$ cat src/fpe_cfg.svh
// What this block does
// - Host access waits 20 us after a reset pulse; ready not sampled
// - Status reads pulsed by OE or CE; this block pulses OE only, CE held low
// - Protect: addr bits 6=0, 1=1, 0=0
// - Unprotect: addr bits 6=1, 1=1, 0=0
// - Elevated reset level 4 us before writes
// - Program is four cycles, bypass two
// - Toggle reads any address, poll valid
// - CE-timed writes equal WE-timed writes
`ifndef FPE_CFG_SVH
`define FPE_CFG_SVH
// Software register offsets
`define FPE_REG_CTRL    4'h0
`define FPE_REG_ADDR    4'h1
`define FPE_REG_DATA    4'h2
`define FPE_REG_STATUS  4'h3
`define FPE_REG_IRQ     4'h4
`define FPE_REG_MASK    4'h5
`define FPE_REG_RDATA   4'h6
`define FPE_REG_SECTOR  4'h7
// Control field positions
`define FPE_CTRL_CMD_LO 0
`define FPE_CTRL_BYPASS 4
`define FPE_CTRL_CE_WR  5
`define FPE_CTRL_POLL   6
// Interrupt bit positions
`define FPE_IRQ_DONE    0
`define FPE_IRQ_TMO     1
// Timing, clock period in ps
`define FPE_CLK_PS      50000
`define FPE_PULSE_NS    50
`define FPE_BUSY_NS     90
`define FPE_TRSP_NS     4000
`define FPE_TREADY_NS   20000
`define FPE_TRP_NS      500
// Command bytes and unlock addresses
`define FPE_UNLK_A1     21'h000555
`define FPE_UNLK_A2     21'h0002aa
`define FPE_UNLK_D1     8'haa
`define FPE_UNLK_D2     8'h55
`define FPE_CMD_PROG    8'ha0
`define FPE_CMD_ERASE   8'h80
`define FPE_CMD_SECT    8'h30
`define FPE_CMD_SUSP    8'hb0
`define FPE_CMD_RESUME  8'h30
`define FPE_CMD_RESET   8'hf0
// Sector protect address patterns
`define FPE_PROT_PAT    21'h000002
`define FPE_UNPROT_PAT  21'h000042
`define FPE_RST_VAL     8'h00
`endif

$ cat src/fpe_pkg.sv
package fpe_pkg;
   // Orders software can give
   typedef enum logic [3:0] {
      FPE_OP_NONE    = 4'h0,
      FPE_OP_PROG    = 4'h1,
      FPE_OP_ERASE   = 4'h2,
      FPE_OP_READ    = 4'h3,
      FPE_OP_SUSPEND = 4'h4,
      FPE_OP_RESUME  = 4'h5,
      FPE_OP_PROTECT = 4'h6,
      FPE_OP_UNPROT  = 4'h7,
      FPE_OP_HWRESET = 4'h8
   } fpe_op_t;
   // Controller sequencer states
   typedef enum logic [3:0] {
      FPE_IDLE  = 4'h0,
      FPE_WSET  = 4'h1,
      FPE_WPUL  = 4'h2,
      FPE_WGAP  = 4'h3,
      FPE_BUSYW = 4'h4,
      FPE_WAIT  = 4'h5,
      FPE_RSET  = 4'h6,
      FPE_RCAP  = 4'h7,
      FPE_RSTP  = 4'h8,
      FPE_VIDW  = 4'h9
   } fpe_state_t;
   // Full controller state
   typedef struct packed {
      logic [1:0]  rs;
      fpe_state_t  st;
      fpe_op_t     op;
      logic [2:0]  step;
      logic [2:0]  nsteps;
      logic [15:0] cnt;
      logic [31:0] tmo;
      logic [20:0] addr;
      logic [20:0] sector;
      logic [7:0]  wdata;
      logic [7:0]  rdata;
      logic [7:0]  last;
      logic        bypass;
      logic        ce_wr;
      logic        poll_mode;
      logic [1:0]  irq;
      logic [1:0]  mask;
      logic [7:0]  bus_rd;
      logic        ce_n;
      logic        we_n;
      logic        oe_n;
      logic        dq_oe_n;
      logic        rst_n;
      logic        vid;
      logic [20:0] a;
      logic [7:0]  dq;
      logic [1:0]  rb_s;
      logic [15:0] dq_s;
      logic        irq_out;
   } fpe_regs_t;
endpackage

$ cat src/fpe_ctrl.sv
`timescale 1ns/1ps
`include "fpe_cfg.svh"
module fpe_ctrl
   import fpe_pkg::*;
#(
   parameter int TMO_CYCLES = 1200000000
) (
   input  wire logic        clk_sys,
   input  wire logic        resetn,
   input  wire logic [3:0]  sw_addr,
   input  wire logic [31:0] sw_wdata,
   input  wire logic        sw_wr,
   input  wire logic        sw_rd,
   output logic      [31:0] sw_rdata,
   output logic             irq,
   output logic             flash_ce_n,
   output logic             flash_we_n,
   output logic             flash_oe_n,
   output logic             flash_reset_n,
   output logic             flash_reset_hv,
   output logic      [20:0] flash_addr,
   output logic      [7:0]  flash_dq_o,
   output logic             flash_dq_oe_n,
   input  wire logic [7:0]  flash_dq_i,
   input  wire logic        ready_busy_n
);
   // Cycle counts derived from times, rounded up; BUSY_CY adds one more
   localparam int PULSE_CY =
      (`FPE_PULSE_NS * 1000 + `FPE_CLK_PS - 1) / `FPE_CLK_PS;
   localparam int BUSY_CY =
      (`FPE_BUSY_NS * 1000 + `FPE_CLK_PS - 1) / `FPE_CLK_PS + 1;
   localparam int TRSP_CY =
      (`FPE_TRSP_NS * 1000 + `FPE_CLK_PS - 1) / `FPE_CLK_PS;
   localparam int TREADY_CY =
      (`FPE_TREADY_NS * 1000 + `FPE_CLK_PS - 1) / `FPE_CLK_PS;
   localparam int TRP_CY =
      (`FPE_TRP_NS * 1000 + `FPE_CLK_PS - 1) / `FPE_CLK_PS;

   fpe_regs_t r;       // Registered state
   fpe_regs_t next_r;  // Next state
   logic      rb_sync; // Synchronised ready/busy
   logic [7:0] dq_sync;// Synchronised data pins

   assign rb_sync = r.rb_s[1];
   assign dq_sync = r.dq_s[15:8];

   // Address and data of command cycle number s
   function automatic logic [28:0] cyc(input fpe_op_t op,
                                       input logic byp,
                                       input logic [2:0] s,
                                       input logic [20:0] a,
                                       input logic [7:0] d);
      logic [7:0] cd;
      begin
         cd = `FPE_CMD_PROG;
         if (op == FPE_OP_ERASE) begin
            cd = `FPE_CMD_ERASE;
         end
         if (byp && op == FPE_OP_PROG) begin
            cyc = (s == 3'd0) ? {`FPE_UNLK_A1, cd} : {a, d};
         end else if (op == FPE_OP_SUSPEND) begin
            cyc = {a, `FPE_CMD_SUSP};
         end else if (op == FPE_OP_RESUME) begin
            cyc = {a, `FPE_CMD_RESUME};
         end else if (op == FPE_OP_PROTECT || op == FPE_OP_UNPROT) begin
            // Single write with the pattern, pin raised
            cyc = {a, d};
         end else begin
            case (s)
               3'd0:    cyc = {`FPE_UNLK_A1, `FPE_UNLK_D1};
               3'd1:    cyc = {`FPE_UNLK_A2, `FPE_UNLK_D2};
               3'd2:    cyc = {`FPE_UNLK_A1, cd};
               3'd3:    cyc = (op == FPE_OP_PROG) ? {a, d}
                                 : {`FPE_UNLK_A1, `FPE_UNLK_D1};
               3'd4:    cyc = {`FPE_UNLK_A2, `FPE_UNLK_D2};
               default: cyc = {a, `FPE_CMD_SECT};
            endcase
         end
      end
   endfunction

   // Next-state logic for whole controller
   always_comb begin
      logic [28:0] c;
      logic [3:0]  ev;
      c = '0;
      ev = '0;
      next_r = r;
      next_r.rs = {r.rs[0], 1'b1};
      // Two-stage pin synchronisers
      next_r.rb_s = {r.rb_s[0], ready_busy_n};
      next_r.dq_s = {r.dq_s[7:0], flash_dq_i};
      next_r.bus_rd = 8'h00;
      if (r.cnt != 16'h0) begin
         next_r.cnt = r.cnt - 16'h1;
      end
      if (r.tmo != 32'h0) begin
         next_r.tmo = r.tmo - 32'h1;
      end
      // Software register writes
      if (sw_wr) begin
         case (sw_addr)
            `FPE_REG_ADDR:   next_r.addr = sw_wdata[20:0];
            `FPE_REG_DATA:   next_r.wdata = sw_wdata[7:0];
            `FPE_REG_SECTOR: next_r.sector = sw_wdata[20:0];
            `FPE_REG_MASK:   next_r.mask = sw_wdata[1:0];
            `FPE_REG_IRQ:    next_r.irq = r.irq & ~sw_wdata[1:0];
            `FPE_REG_CTRL: begin
               next_r.bypass = sw_wdata[`FPE_CTRL_BYPASS];
               next_r.ce_wr = sw_wdata[`FPE_CTRL_CE_WR];
               next_r.poll_mode = sw_wdata[`FPE_CTRL_POLL];
               if (r.st == FPE_IDLE) begin
                  next_r.op = fpe_op_t'(sw_wdata[3:0]);
               end
            end
            default: ;
         endcase
      end
      // Software register reads, data next cycle
      if (sw_rd) begin
         case (sw_addr)
            `FPE_REG_STATUS: next_r.bus_rd =
               {4'h0, rb_sync, r.st != FPE_IDLE, r.vid, r.rst_n};
            `FPE_REG_IRQ:    next_r.bus_rd = {6'h0, r.irq};
            `FPE_REG_MASK:   next_r.bus_rd = {6'h0, r.mask};
            `FPE_REG_RDATA:  next_r.bus_rd = r.rdata;
            `FPE_REG_DATA:   next_r.bus_rd = r.wdata;
            default:         next_r.bus_rd = 8'h00;
         endcase
      end
      case (r.st)
         FPE_IDLE: begin
            next_r.ce_n = 1'b1;
            next_r.we_n = 1'b1;
            next_r.oe_n = 1'b1;
            next_r.dq_oe_n = 1'b1;
            next_r.step = 3'd0;
            if (sw_wr && sw_addr == `FPE_REG_CTRL && r.rs[1]) begin
               case (fpe_op_t'(sw_wdata[3:0]))
                  FPE_OP_PROG: begin
                     next_r.nsteps = sw_wdata[`FPE_CTRL_BYPASS]
                                     ? 3'd1 : 3'd3;
                     next_r.st = FPE_WSET;
                  end
                  FPE_OP_ERASE: begin
                     next_r.nsteps = 3'd5;
                     next_r.st = FPE_WSET;
                  end
                  FPE_OP_SUSPEND, FPE_OP_RESUME: begin
                     next_r.nsteps = 3'd0;
                     next_r.st = FPE_WSET;
                  end
                  FPE_OP_PROTECT: begin
                     next_r.rst_n = 1'b1;
                     next_r.vid = 1'b1;
                     next_r.a = `FPE_PROT_PAT | r.sector;
                     next_r.cnt = 16'(TRSP_CY);
                     next_r.st = FPE_VIDW;
                  end
                  FPE_OP_UNPROT: begin
                     next_r.vid = 1'b1;
                     next_r.a = `FPE_UNPROT_PAT | r.sector;
                     next_r.cnt = 16'(TRSP_CY);
                     next_r.st = FPE_VIDW;
                  end
                  FPE_OP_READ: begin
                     next_r.st = FPE_RSET;
                  end
                  FPE_OP_HWRESET: begin
                     next_r.rst_n = 1'b0;
                     next_r.cnt = 16'(TRP_CY);
                     next_r.st = FPE_RSTP;
                  end
                  default: ;
               endcase
            end
         end
         FPE_VIDW: begin
            if (r.cnt == 16'h0) begin
               // Pin stays raised through the write
               next_r.nsteps = 3'd0;
               next_r.st = FPE_WSET;
            end
         end
         // Set address, data and strobes low together; pulse held next
         FPE_WSET: begin
            c = cyc(r.op, r.bypass, r.step, r.op == FPE_OP_ERASE
                    ? r.sector : (r.vid ? r.a : r.addr), r.wdata);
            next_r.a = c[28:8];
            next_r.dq = c[7:0];
            next_r.dq_oe_n = 1'b0;
            next_r.oe_n = 1'b1;
            if (r.ce_wr) begin
               next_r.we_n = 1'b0;
               next_r.ce_n = 1'b0;
            end else begin
               next_r.ce_n = 1'b0;
               next_r.we_n = 1'b0;
            end
            next_r.cnt = 16'(PULSE_CY);
            next_r.st = FPE_WPUL;
         end
         FPE_WPUL: begin
            if (r.cnt == 16'h0) begin
               if (r.ce_wr) begin
                  next_r.ce_n = 1'b1;
               end else begin
                  next_r.we_n = 1'b1;
               end
               next_r.cnt = 16'(PULSE_CY);
               next_r.st = FPE_WGAP;
            end
         end
         FPE_WGAP: begin
            next_r.we_n = 1'b1;
            next_r.ce_n = 1'b1;
            if (r.cnt == 16'h0) begin
               next_r.dq_oe_n = 1'b1;
               if (r.step == r.nsteps) begin
                  next_r.step = 3'd0;
                  next_r.cnt = 16'(BUSY_CY);
                  next_r.st = (r.op == FPE_OP_PROG ||
                               r.op == FPE_OP_ERASE)
                              ? FPE_BUSYW : FPE_IDLE;
                  next_r.tmo = 32'(TMO_CYCLES);
                  // Protect write done, drop the raised pin
                  if (r.vid) begin
                     next_r.vid = 1'b0;
                     ev[0] = 1'b1;
                  end
               end else begin
                  next_r.step = r.step + 3'd1;
                  next_r.st = FPE_WSET;
               end
            end
         end
         FPE_BUSYW: begin
            if (r.cnt == 16'h0) begin
               // Two cycles before the first valid poll sample
               next_r.cnt = 16'h2;
               next_r.st = FPE_WAIT;
            end
         end
         FPE_WAIT: begin
            if (r.poll_mode) begin
               next_r.a = r.addr;
               next_r.ce_n = 1'b0;
               next_r.oe_n = ~r.oe_n;
               // Judge only data taken while outputs enabled
               if (!r.oe_n && r.cnt == 16'h0 &&
                   dq_sync[7] == r.wdata[7]) begin
                  next_r.st = FPE_RSET;
                  ev[0] = 1'b1;
               end
            end else if (rb_sync) begin
               next_r.st = FPE_RSET;
               ev[0] = 1'b1;
            end
            if (r.tmo == 32'h0) begin
               ev[1] = 1'b1;
               next_r.st = FPE_IDLE;
            end
         end
         FPE_RSET: begin
            next_r.a = r.addr;
            next_r.ce_n = 1'b0;
            next_r.oe_n = 1'b0;
            next_r.dq_oe_n = 1'b1;
            next_r.cnt = 16'(PULSE_CY + 2);
            next_r.st = FPE_RCAP;
         end
         FPE_RCAP: begin
            if (r.cnt == 16'h0) begin
               next_r.rdata = dq_sync;
               next_r.oe_n = 1'b1;
               next_r.ce_n = 1'b1;
               next_r.st = FPE_IDLE;
            end
         end
         FPE_RSTP: begin
            if (r.cnt == 16'h0) begin
               if (!r.rst_n) begin
                  next_r.rst_n = 1'b1;
                  next_r.cnt = 16'(TREADY_CY);
               end else begin
                  next_r.st = FPE_IDLE;
                  ev[0] = 1'b1;
               end
            end
         end
         default: next_r.st = FPE_IDLE;
      endcase
      // Sticky events, set wins over clear
      next_r.irq = next_r.irq | ev[1:0];
      next_r.irq_out = |(next_r.irq & next_r.mask);
   end

   // Register state, async reset to constants
   always_ff @(posedge clk_sys or negedge resetn) begin
      if (!resetn) begin
         r <= '0;
         r.st <= FPE_IDLE;
         r.ce_n <= 1'b1;
         r.we_n <= 1'b1;
         r.oe_n <= 1'b1;
         r.dq_oe_n <= 1'b1;
         r.rst_n <= 1'b1;
         r.rb_s <= 2'b11;
      end else begin
         r <= next_r;
      end
   end

   // Outputs straight from state flops
   assign sw_rdata = {24'h0, r.bus_rd};
   assign irq = r.irq_out;
   assign flash_ce_n = r.ce_n;
   assign flash_we_n = r.we_n;
   assign flash_oe_n = r.oe_n;
   assign flash_reset_n = r.rst_n;
   assign flash_reset_hv = r.vid;
   assign flash_addr = r.a;
   assign flash_dq_o = r.dq;
   assign flash_dq_oe_n = r.dq_oe_n;
endmodule

$ cat config.mk
export PLATFORM = sky130hd
export DESIGN_NAME = fpe_ctrl
export DESIGN_NICKNAME = d
export VERILOG_FILES = /design/src/fpe_pkg.sv /design/src/fpe_ctrl.sv
export VERILOG_INCLUDE_DIRS = /design/src
export SDC_FILE = /design/constraint.sdc
export NUM_CORES = 1
export LEC_CHECK = 0
export BUFFER_PORTS_ARGS = -buffer_cell sky130_fd_sc_hd__buf_4
export CAP_MARGIN = 40
export CELL_PAD_IN_SITES_DETAIL_PLACEMENT = 1
export CELL_PAD_IN_SITES_GLOBAL_PLACEMENT = 1
export CORE_AREA = 10 10 184 186
export CTS_CLUSTER_DIAMETER = 50
export DETAILED_ROUTE_END_ITERATION = 8
export DIE_AREA = 0 0 194 196
export PLACE_DENSITY = 0.73
export SYNTH_ARGS = -nofsm -noshare
export SYNTH_HDL_FRONTEND = slang
export SYNTH_SLANG_ARGS = --single-unit
$ cat constraint.sdc
create_clock -name clk_sys -period 3.18 [get_ports clk_sys]
set_clock_uncertainty 0.05 [all_clocks]
set_input_delay 0.318 -clock clk_sys [delete_from_list [all_inputs] [get_ports clk_sys]]
set_output_delay 0.318 -clock clk_sys [all_outputs]
set_load 0.02 [all_outputs]
# Yosys cells after proc, flatten, opt, wreduce, memory -nomap -nowiden

Index checks and enable logic that the tools add are counted.

Register bits after elaboration: 191
Bits of input ports: 49
Output and inout port bits: 68

Equal/unequal tests: 54
Multiplexer cells: 80
Reduce and logical (&&, ||, !) cells: 49
$add $sub $neg: 3
Bitwise operators: 5

Operators with widths:

| kind                                                | number |
|---|---|
| two-way mux 29 bit                                  | 6 |
| one-hot mux 29 bit (4 select lines)                 | 1 |
| one-hot mux 16 bit (7 select lines)                 | 1 |
| two-way mux 48 bit                                  | 2 |
| one-hot mux 21 bit (4 select lines)                 | 1 |
| two-way mux 16 bit                                  | 5 |
| == test 4 x 3 -> 1 bit (second input constant)      | 16 |
| two-way mux 32 bit                                  | 2 |
| two-way mux 21 bit                                  | 3 |
| two-way mux 4 bit                                   | 13 |
| one-hot mux 22 bit (2 select lines)                 | 1 |
| one-hot mux 4 bit (10 select lines)                 | 1 |
| one-hot mux 8 bit (5 select lines)                  | 1 |
| zero test 32 bit                                    | 1 |
| one-hot mux 16 bit (2 select lines)                 | 1 |
| nonzero test 32 bit                                 | 1 |
| subtractor 32 x 1 -> 32 bit (second input constant) | 1 |
| == test 4 x 2 -> 1 bit (second input constant)      | 7 |
| two-way mux 23 bit                                  | 1 |
| inequality test 2 bit (second input constant)       | 11 |
| two-way mux 19 bit                                  | 1 |
| two-way mux 1 bit                                   | 17 |
| == test 4 x 1 -> 1 bit (second input constant)      | 4 |
| zero test 16 bit                                    | 1 |
| 45 further kinds                                    | 92 |

# Longest topological paths before layout

Gate-level depths: netlist of run 1.

Depth in word-level cells: 9
Gate-level depth with buffers: 13

# Least setup slack after synthesis of run 1

Ideal clock, no wire load.

Path type: register to register
From: reg r[167] (netlist name)
To: reg r[167] (netlist name)
Library setup time: 138 ps
Data arrival time: 2556 ps
Data required time: 2992 ps
Stages on the path, launching flop included: 13
Setup slack: 436 ps
Path through: dfrtp_1 inv_1 ha_1 nor4b_1 and4_1 inv_2 buf_2 clkbuf_1 ha_1 a22oi_1 o22a_1 nor2_1 or4_1

RTL lines:

| element                | RTL line        | text |
|---|---|---|
| start, declared        | fpe_ctrl.sv:39  | `fpe_regs_t r;` |
| start signal, assigned | fpe_ctrl.sv:310 | `r <= next_r;` |

# Final worst setup path of run 1

From: reg r[135] (netlist name)
To: reg r[193] (netlist name)

Cells in the longest elaborated chain, start to end: 3

RTL lines:

| element                                                                                      | RTL line        | text |
|---|---|---|
| zero test 32 bit (*)                                                                         | fpe_ctrl.sv:259 | `if (r.tmo == 32'h0) begin` |
| inequality test 4 bit (no line) / two-way mux 4 bit (equally long branches)                  | n/a             |  |
| AND reduction 11 bit (no line) / one-hot mux 4 bit (10 select lines) (equally long branches) | n/a             |  |

Mark *: on every way between the ends. The rest lies on a longest branch, timed or not.
A chain may end at the register's enable or synchronous reset.

==> metrics.cfg, run 1 <==
[global_route]
grt_max_degree=76
grtUsageTotal_pct=15.66
grt_pass1_wl_um=48820
antenna_found_initial=0
gr-total-overflow=0
grt_pass1_vias=8782

[final_layout]
layout-drive-gt1-share_pct=21.70
utilization_pct=39.24
final_cells=1516
fin_nets=1167
mostFrequentLayoutCells=dfrtp_1, nor2_1, buf_4
final_common_cell=dfrtp_1
syn2layout_area_growth_pct=14.25
antenna_cells=0

[synthesis]
synthArstFlopShare_pct=100.0
synth_ff_type=dfrtp_1
syn_inst=1061
synth_warnings=0
netlist_area_sq_um=10400
seq_area_frac_synth_pct=46.06
syn_avg_cell_area_sq_um=9.799
synth_edf_count=0
synth-seq-cells=191
yosys.cell_types.count=74

[drt]
ant_nets=0
drt_pass1_iterations=5
wl_per_cell_um=19.56
drt_iter0_drc=524
wl_um=29660
drcViolationCount=0
vias=8246
viasPerCell=5.439

[worst_hold_path]
worstHoldPathCells=2
min_to=r[122]$_DFFE_PN0P_
min-delay-start=sw_wdata[8]
hp-class=in -> reg

[timing]
timing.fmax_mhz=371.4
min_period_ps=2693
timing.setup.tns_ps=0
tightest_slew_ps=836.5
hold_viol=0
setup_viol=0
slew_headroom_pct=43.80
finalMaxSlewViolations=0
fin_crit_sh_pct=84.67
grt_setup_unrepaired=no
setup_slack_ps=487.4

[status]
status=finished clean

[worst_setup_path]
r2r_slack_ps=490
critPathTopFamily=simple AND/OR/NAND/NOR gates
rr_startpoint=r[135]$_DFF_PN0_
rr_worst_depth=8
worstSetupEndpointType=flip-flop
start_kind=flip-flop
critPathKind=reg -> reg
cp_data_arrival_time_ps=2980
reg2reg_to=r[193]$_DFFE_PN0P_
cpMaxStageDelayCell=or4_4
path_buf_inv=1
cp_cell_sequence=inv_1 > ha_1 > nor4b_1 > nand3_1 > or4_4 > nand2_1 > o21ai_1 > mux2_2
critPathRequiredTime_ps=3470
worst-path-max-fanout=31
critPathMaxStageDelay_ps=730

[power]
p_leak_nw=5.266
p_total_mw=5.522
p_per_area_nw_per_um2=464.9
worst_ir_drop_vdd_mv=0.4752

[placement]
io_buffers=81
dpl.cell_count=1474
gp_congestion=0.8977
dp_hpwl_um=20490
pre_cts_slack_ps=525.0

[clocking]
clk_path_buf_depth=2
cts_resized=0
path_clk_slew_ps=80
cts.sinks=191
clk_latency_ps=450
numCtsBuffers=17
cts_root_buffer=clkbuf_16
cts_setup_buffers=0
ctsHtreeMaxLevel=4
postCtsHoldBufs=10
cts_tree=done

[die]
start_util_pct=34.35
core_sq_um=30270
die-height_um=196
die_width_um=194
rows=64
io_pins=117
fp.dieArea_sq_um=38020

[flow_run]
cap_violations=0

stage by stage:
| step | hold WS (ps) | instance area [sq um] |
|---|---|---|
| final | 55.69 | 11880 |
| after global routing | 32.11 | 11880 |
| after CTS | 36.31 | 11880 |
| after detailed placement | 286.2 | 11170 |
| after global placement | 282.0 | 11170 |
| after floorplan | -27.59 | 10480 |
state kept, by name (all words and copies together) (netlist names):
signal          count
next_r             10
flash_addr         21
irq                 1
flash_reset_n       1
flash_oe_n          1
sw_rdata            8
flash_dq_oe_n       1
flash_ce_n          1
flash_we_n          1
dq_sync             8
flash_dq_o          8
flash_reset_hv      1
r                 129
power by group:
group	total (mW)	switching (mW)	leakage (nW)	internal, mW
logic	0.518	0.253	2.50	0.266
clock network	2.23	1.02	0.288	1.22
registers	2.77	0.155	2.48	2.62
worst max-delay path by stage:
stage	start	to	slack (ps)	cells past startpoint
3_5_place_dp	r[167]$_DFF_PN0_	r[193]$_DFFE_PN0P_	530	9
6_report	r[135]$_DFF_PN0_	r[193]$_DFFE_PN0P_	490	8
4_1_cts	r[167]$_DFF_PN0_	r[184]$_DFFE_PN0P_	480	8
5_1_grt	r[167]$_DFF_PN0_	r[193]$_DFFE_PN0P_	260	9
2_1_floorplan	r[167]$_DFF_PN0_	r[167]$_DFF_PN0_	440	12
3_3_place_gp	r[167]$_DFF_PN0_	r[167]$_DFF_PN0_	560	12
per-layer routing:
| layer | GRT usage, % | vias up | routed length [um] |
|---|---|---|---|
| met5 | 0 | - | 0 |
| met2 | 26.56 | 160 | 14780 |
| met1 | 19.46 | 4237 | 13200 |
| met3 | 2.847 | 38 | 1026 |
| li1 | - | 3811 | - |
| met4 | 5.814 | 0 | 657 |
synthesized netlist by cell type (all sizes together) (14+ instances only):
cell | n | area share [%]
dfrtp | 184 | 44
nor2 | 120 | 4.3
buf | 84 | 5.5
mux2 | 76 | 8.2
nand2 | 76 | 2.7
a21oi | 59 | 2.9
o21ai | 56 | 2.7
clkbuf | 36 | 1.3
nor3 | 30 | 1.6
nand3 | 27 | 1.3
xor2 | 27 | 2.3
mux2i | 23 | 2.2
xnor2 | 20 | 1.7
and3 | 18 | 1.1
a31oi | 15 | 0.90
nand4 | 14 | 0.84
nor4 | 14 | 1.0
layout make-up:
type / instances / area, sq um
Clock buffer: 19 / 452.9
Clock inverter: 13 / 152.6
Fill cell: 3494 / 18390
Inverter: 13 / 48.80
Multi-Input combinational cell: 760 / 4940
Sequential cell: 191 / 4788
Tap cell: 396 / 495.5
Timing Repair Buffer: 124 / 999.7
logic make-up after synthesis:
kind of cell / after synthesis / synth area share [%]
DFF: 191 / 46.06
adders and majority gates: 11 / 1.324
and+or+nand+nor: 363 / 17.50
muxes: 99 / 10.45
other: 2 / 0.07224
AOI/OAI and AO/OA: 215 / 13.32
buffers and inverters: 133 / 7.317
xor gates and xnor gates: 47 / 3.960
Power figures use the tool's default switching activity.
==> run 2, diff against run 1 <==
PLACE_DENSITY = 0.76   (was 0.73)
clock period = 2.35 ns   (was 3.18 ns; I/O delays follow)
==> run 2 against run 1 <==
Effect of this change: core utilization grew 2.9 points; global-route usage grew 0.43 points; sequential power grew 36%; combinational power grew 46%; total power grew 32%; wire length grew 8.2%; clock power grew 25%; critical path type unchanged; critical endpoint is now irq$_DFF_PN0_.
==> metrics.cfg, run 2 (synthesis results as in run 1) <==
[worst_setup_path]
start_kind=flip-flop
cp-endpoint=irq$_DFF_PN0_
rr_startpoint=r[149]$_DFF_PN0_
critPathKind=reg -> reg
worst-path-max-fanout=7  ; -77%
cp-startpoint=r[149]$_DFF_PN0_
rr_worst_depth=6  ; -2
worstSetupEndpointType=flip-flop
cp_data_arrival_time_ps=2660  ; -320 ps
reg2reg_to=irq$_DFF_PN0_
r2r_slack_ps=20  ; -460 ps
critPathRequiredTime_ps=2680  ; -790 ps

[final_layout]
layout-drive-gt1-share_pct=27.96  ; +6.3 points
utilization_pct=42.11  ; +2.9 points
largest_reg_flops=129  ; unchanged
nFillCells=3432  ; -1.8%
mostFrequentLayoutCells=dfrtp_1, buf_4, nor2_1
fin_area_sq_um=12750  ; +7.3%
seq_area_sq_um=4791  ; about the same
syn2layout_area_growth_pct=22.60
multi_input_area_sq_um=5105  ; +3.3%
final_common_cell=dfrtp_1
antenna_cells=0  ; unchanged
fin_nets=1248  ; +6.9%
regMostFlops=r

[timing]
min_period_ps=2327  ; -365.2 ps
whs_ps=21.94  ; -33.75 ps
finalMaxSlewViolations=0  ; unchanged
setup_viol=0  ; unchanged
slew_headroom_pct=56.99  ; +13 points
hold_viol=0  ; unchanged
fin_crit_sh_pct=99.04  ; +14 points
timing.fmax_mhz=429.7  ; +16%
tightest_slew_ps=644.4  ; -192.1 ps
timing.setup.tns_ps=0  ; unchanged
grt_setup_unrepaired=yes

[global_route]
grtUsageTotal_pct=16.10  ; +0.43 points
gr-total-overflow=0  ; unchanged
antenna_found_initial=0  ; unchanged
grt_pass1_vias=9070  ; +3.3%
grt_max_degree=70  ; -7.9%
grt_pass1_wl_um=49960  ; +2.3%

[clocking]
cts.sinks=191  ; unchanged
ctsHtreeMaxLevel=4  ; unchanged
clk_latency_ps=450  ; about the same
numCtsBuffers=17  ; unchanged
cts_root_buffer=clkbuf_16
cts_tree=done
clk_path_buf_depth=2  ; unchanged
path_clk_slew_ps=70  ; about the same

[worst_hold_path]
min-delay-start=sw_wdata[7]
hp-class=in -> reg

[drt]
wl_per_cell_um=20.13  ; +2.9%
vias=8638  ; +4.8%
drt_iter0_drc=502  ; -4.2%
viasPerCell=5.419  ; -0.37%
ant_nets=0  ; unchanged
drcViolationCount=0  ; unchanged
drt_pass1_iterations=5  ; unchanged
wl_um=32090  ; +8.2%

[power]
p_per_area_nw_per_um2=573.5  ; +23%
p_sw_mw=1.918  ; +35%
p_int_mw=5.392  ; +32%
seqPwrFrac_pct=51.5  ; +1.3 points
switching_share_pct=26.24  ; +0.46 points
p_leak_nw=5.696  ; +8.2%
p_total_mw=7.310  ; +32%
pwr-share-clk_pct=38.1  ; -2.3 points
combPwrFrac_pct=10.3  ; +0.9 points
worst_ir_drop_vdd_mv=0.4538  ; -4.5%

[die]
core_sq_um=30270  ; unchanged
io_pins=117  ; unchanged
fp.dieArea_sq_um=38020  ; unchanged
start_util_pct=34.35  ; unchanged
rows=64  ; unchanged
die_width_um=194  ; unchanged
die-height_um=196  ; unchanged

[status]
status=finished clean

[placement]
dp_hpwl_um=22360  ; +9.1%
place_area_sq_um=11690  ; +4.7%
gp_congestion=0.8723  ; -2.8%
io_buffers=81  ; unchanged

[flow_run]
cap_violations=0  ; unchanged

-- run 2: critical path: stages, from the launching register on --
cell	delay, ps
dfrtp_1	420
nor4_1	350
nand2_1	150
or4_4	670
buf_4	210
o31ai_4	240
a22o_1	170
-- run 2: worst min-delay path by stage --
stage,endpoint,depth (start not counted)
after floorplan,dq_sync[0]$_DFF_PN0_,0
after global placement,r[167]$_DFF_PN0_,1
after detailed placement,r[167]$_DFF_PN0_,1
after CTS,r[100]$_DFFE_PN0P_,2
after global routing,r[100]$_DFFE_PN0P_,2
final,r[100]$_DFFE_PN0P_,2
-- run 2: area by class of cell --
class | count | area share [%]
multi-input cells | 760 | 40.05
flip-flops and latches | 191 | 37.59
repair buffers | 205 | 13.83
well taps | 396 | 3.887
clock buffers | 18 | 3.367
clock inverters | 11 | 0.8540
inverters | 13 | 0.4221
-- run 2: power groups by stage --
stage | clock, mW | combinational (mW) | sequential [mW]
global placement | 0 | 0.687 | 3.80
global route | 2.99 | 0.838 | 3.79
detailed placement | 0 | 0.729 | 3.82
CTS | 2.86 | 0.761 | 3.76
floorplan | 0 | 0.489 | 3.74
finish | 2.79 | 0.756 | 3.77
-- run 2: routing by layer --
metal	track usage [%]	part of all wire [%]
met1	19.58	43
met2	27.99	51
met3	3.444	3.9
met4	4.731	2.0
met5	0	0
-- run 2: repair_timing --
item	CTS	global route
hold endpoints to repair	91	0
hold buffers	23	0
buffers inserted	0	9
gates cloned	0	2
endpoints found under the setup margin	21	51
pin swaps	2	9
resized for setup	6	39
-- run 2: metrics by stage --
stage | cells | setup slack (ps)
3_5_place_dp | 1531 | -49.55
2_1_floorplan | 1084 | -84.07
3_3_place_gp | 1531 | -6.172
5_1_grt | 1594 | -55.72
6_report | 1594 | 22.66
4_1_cts | 1583 | 21.18
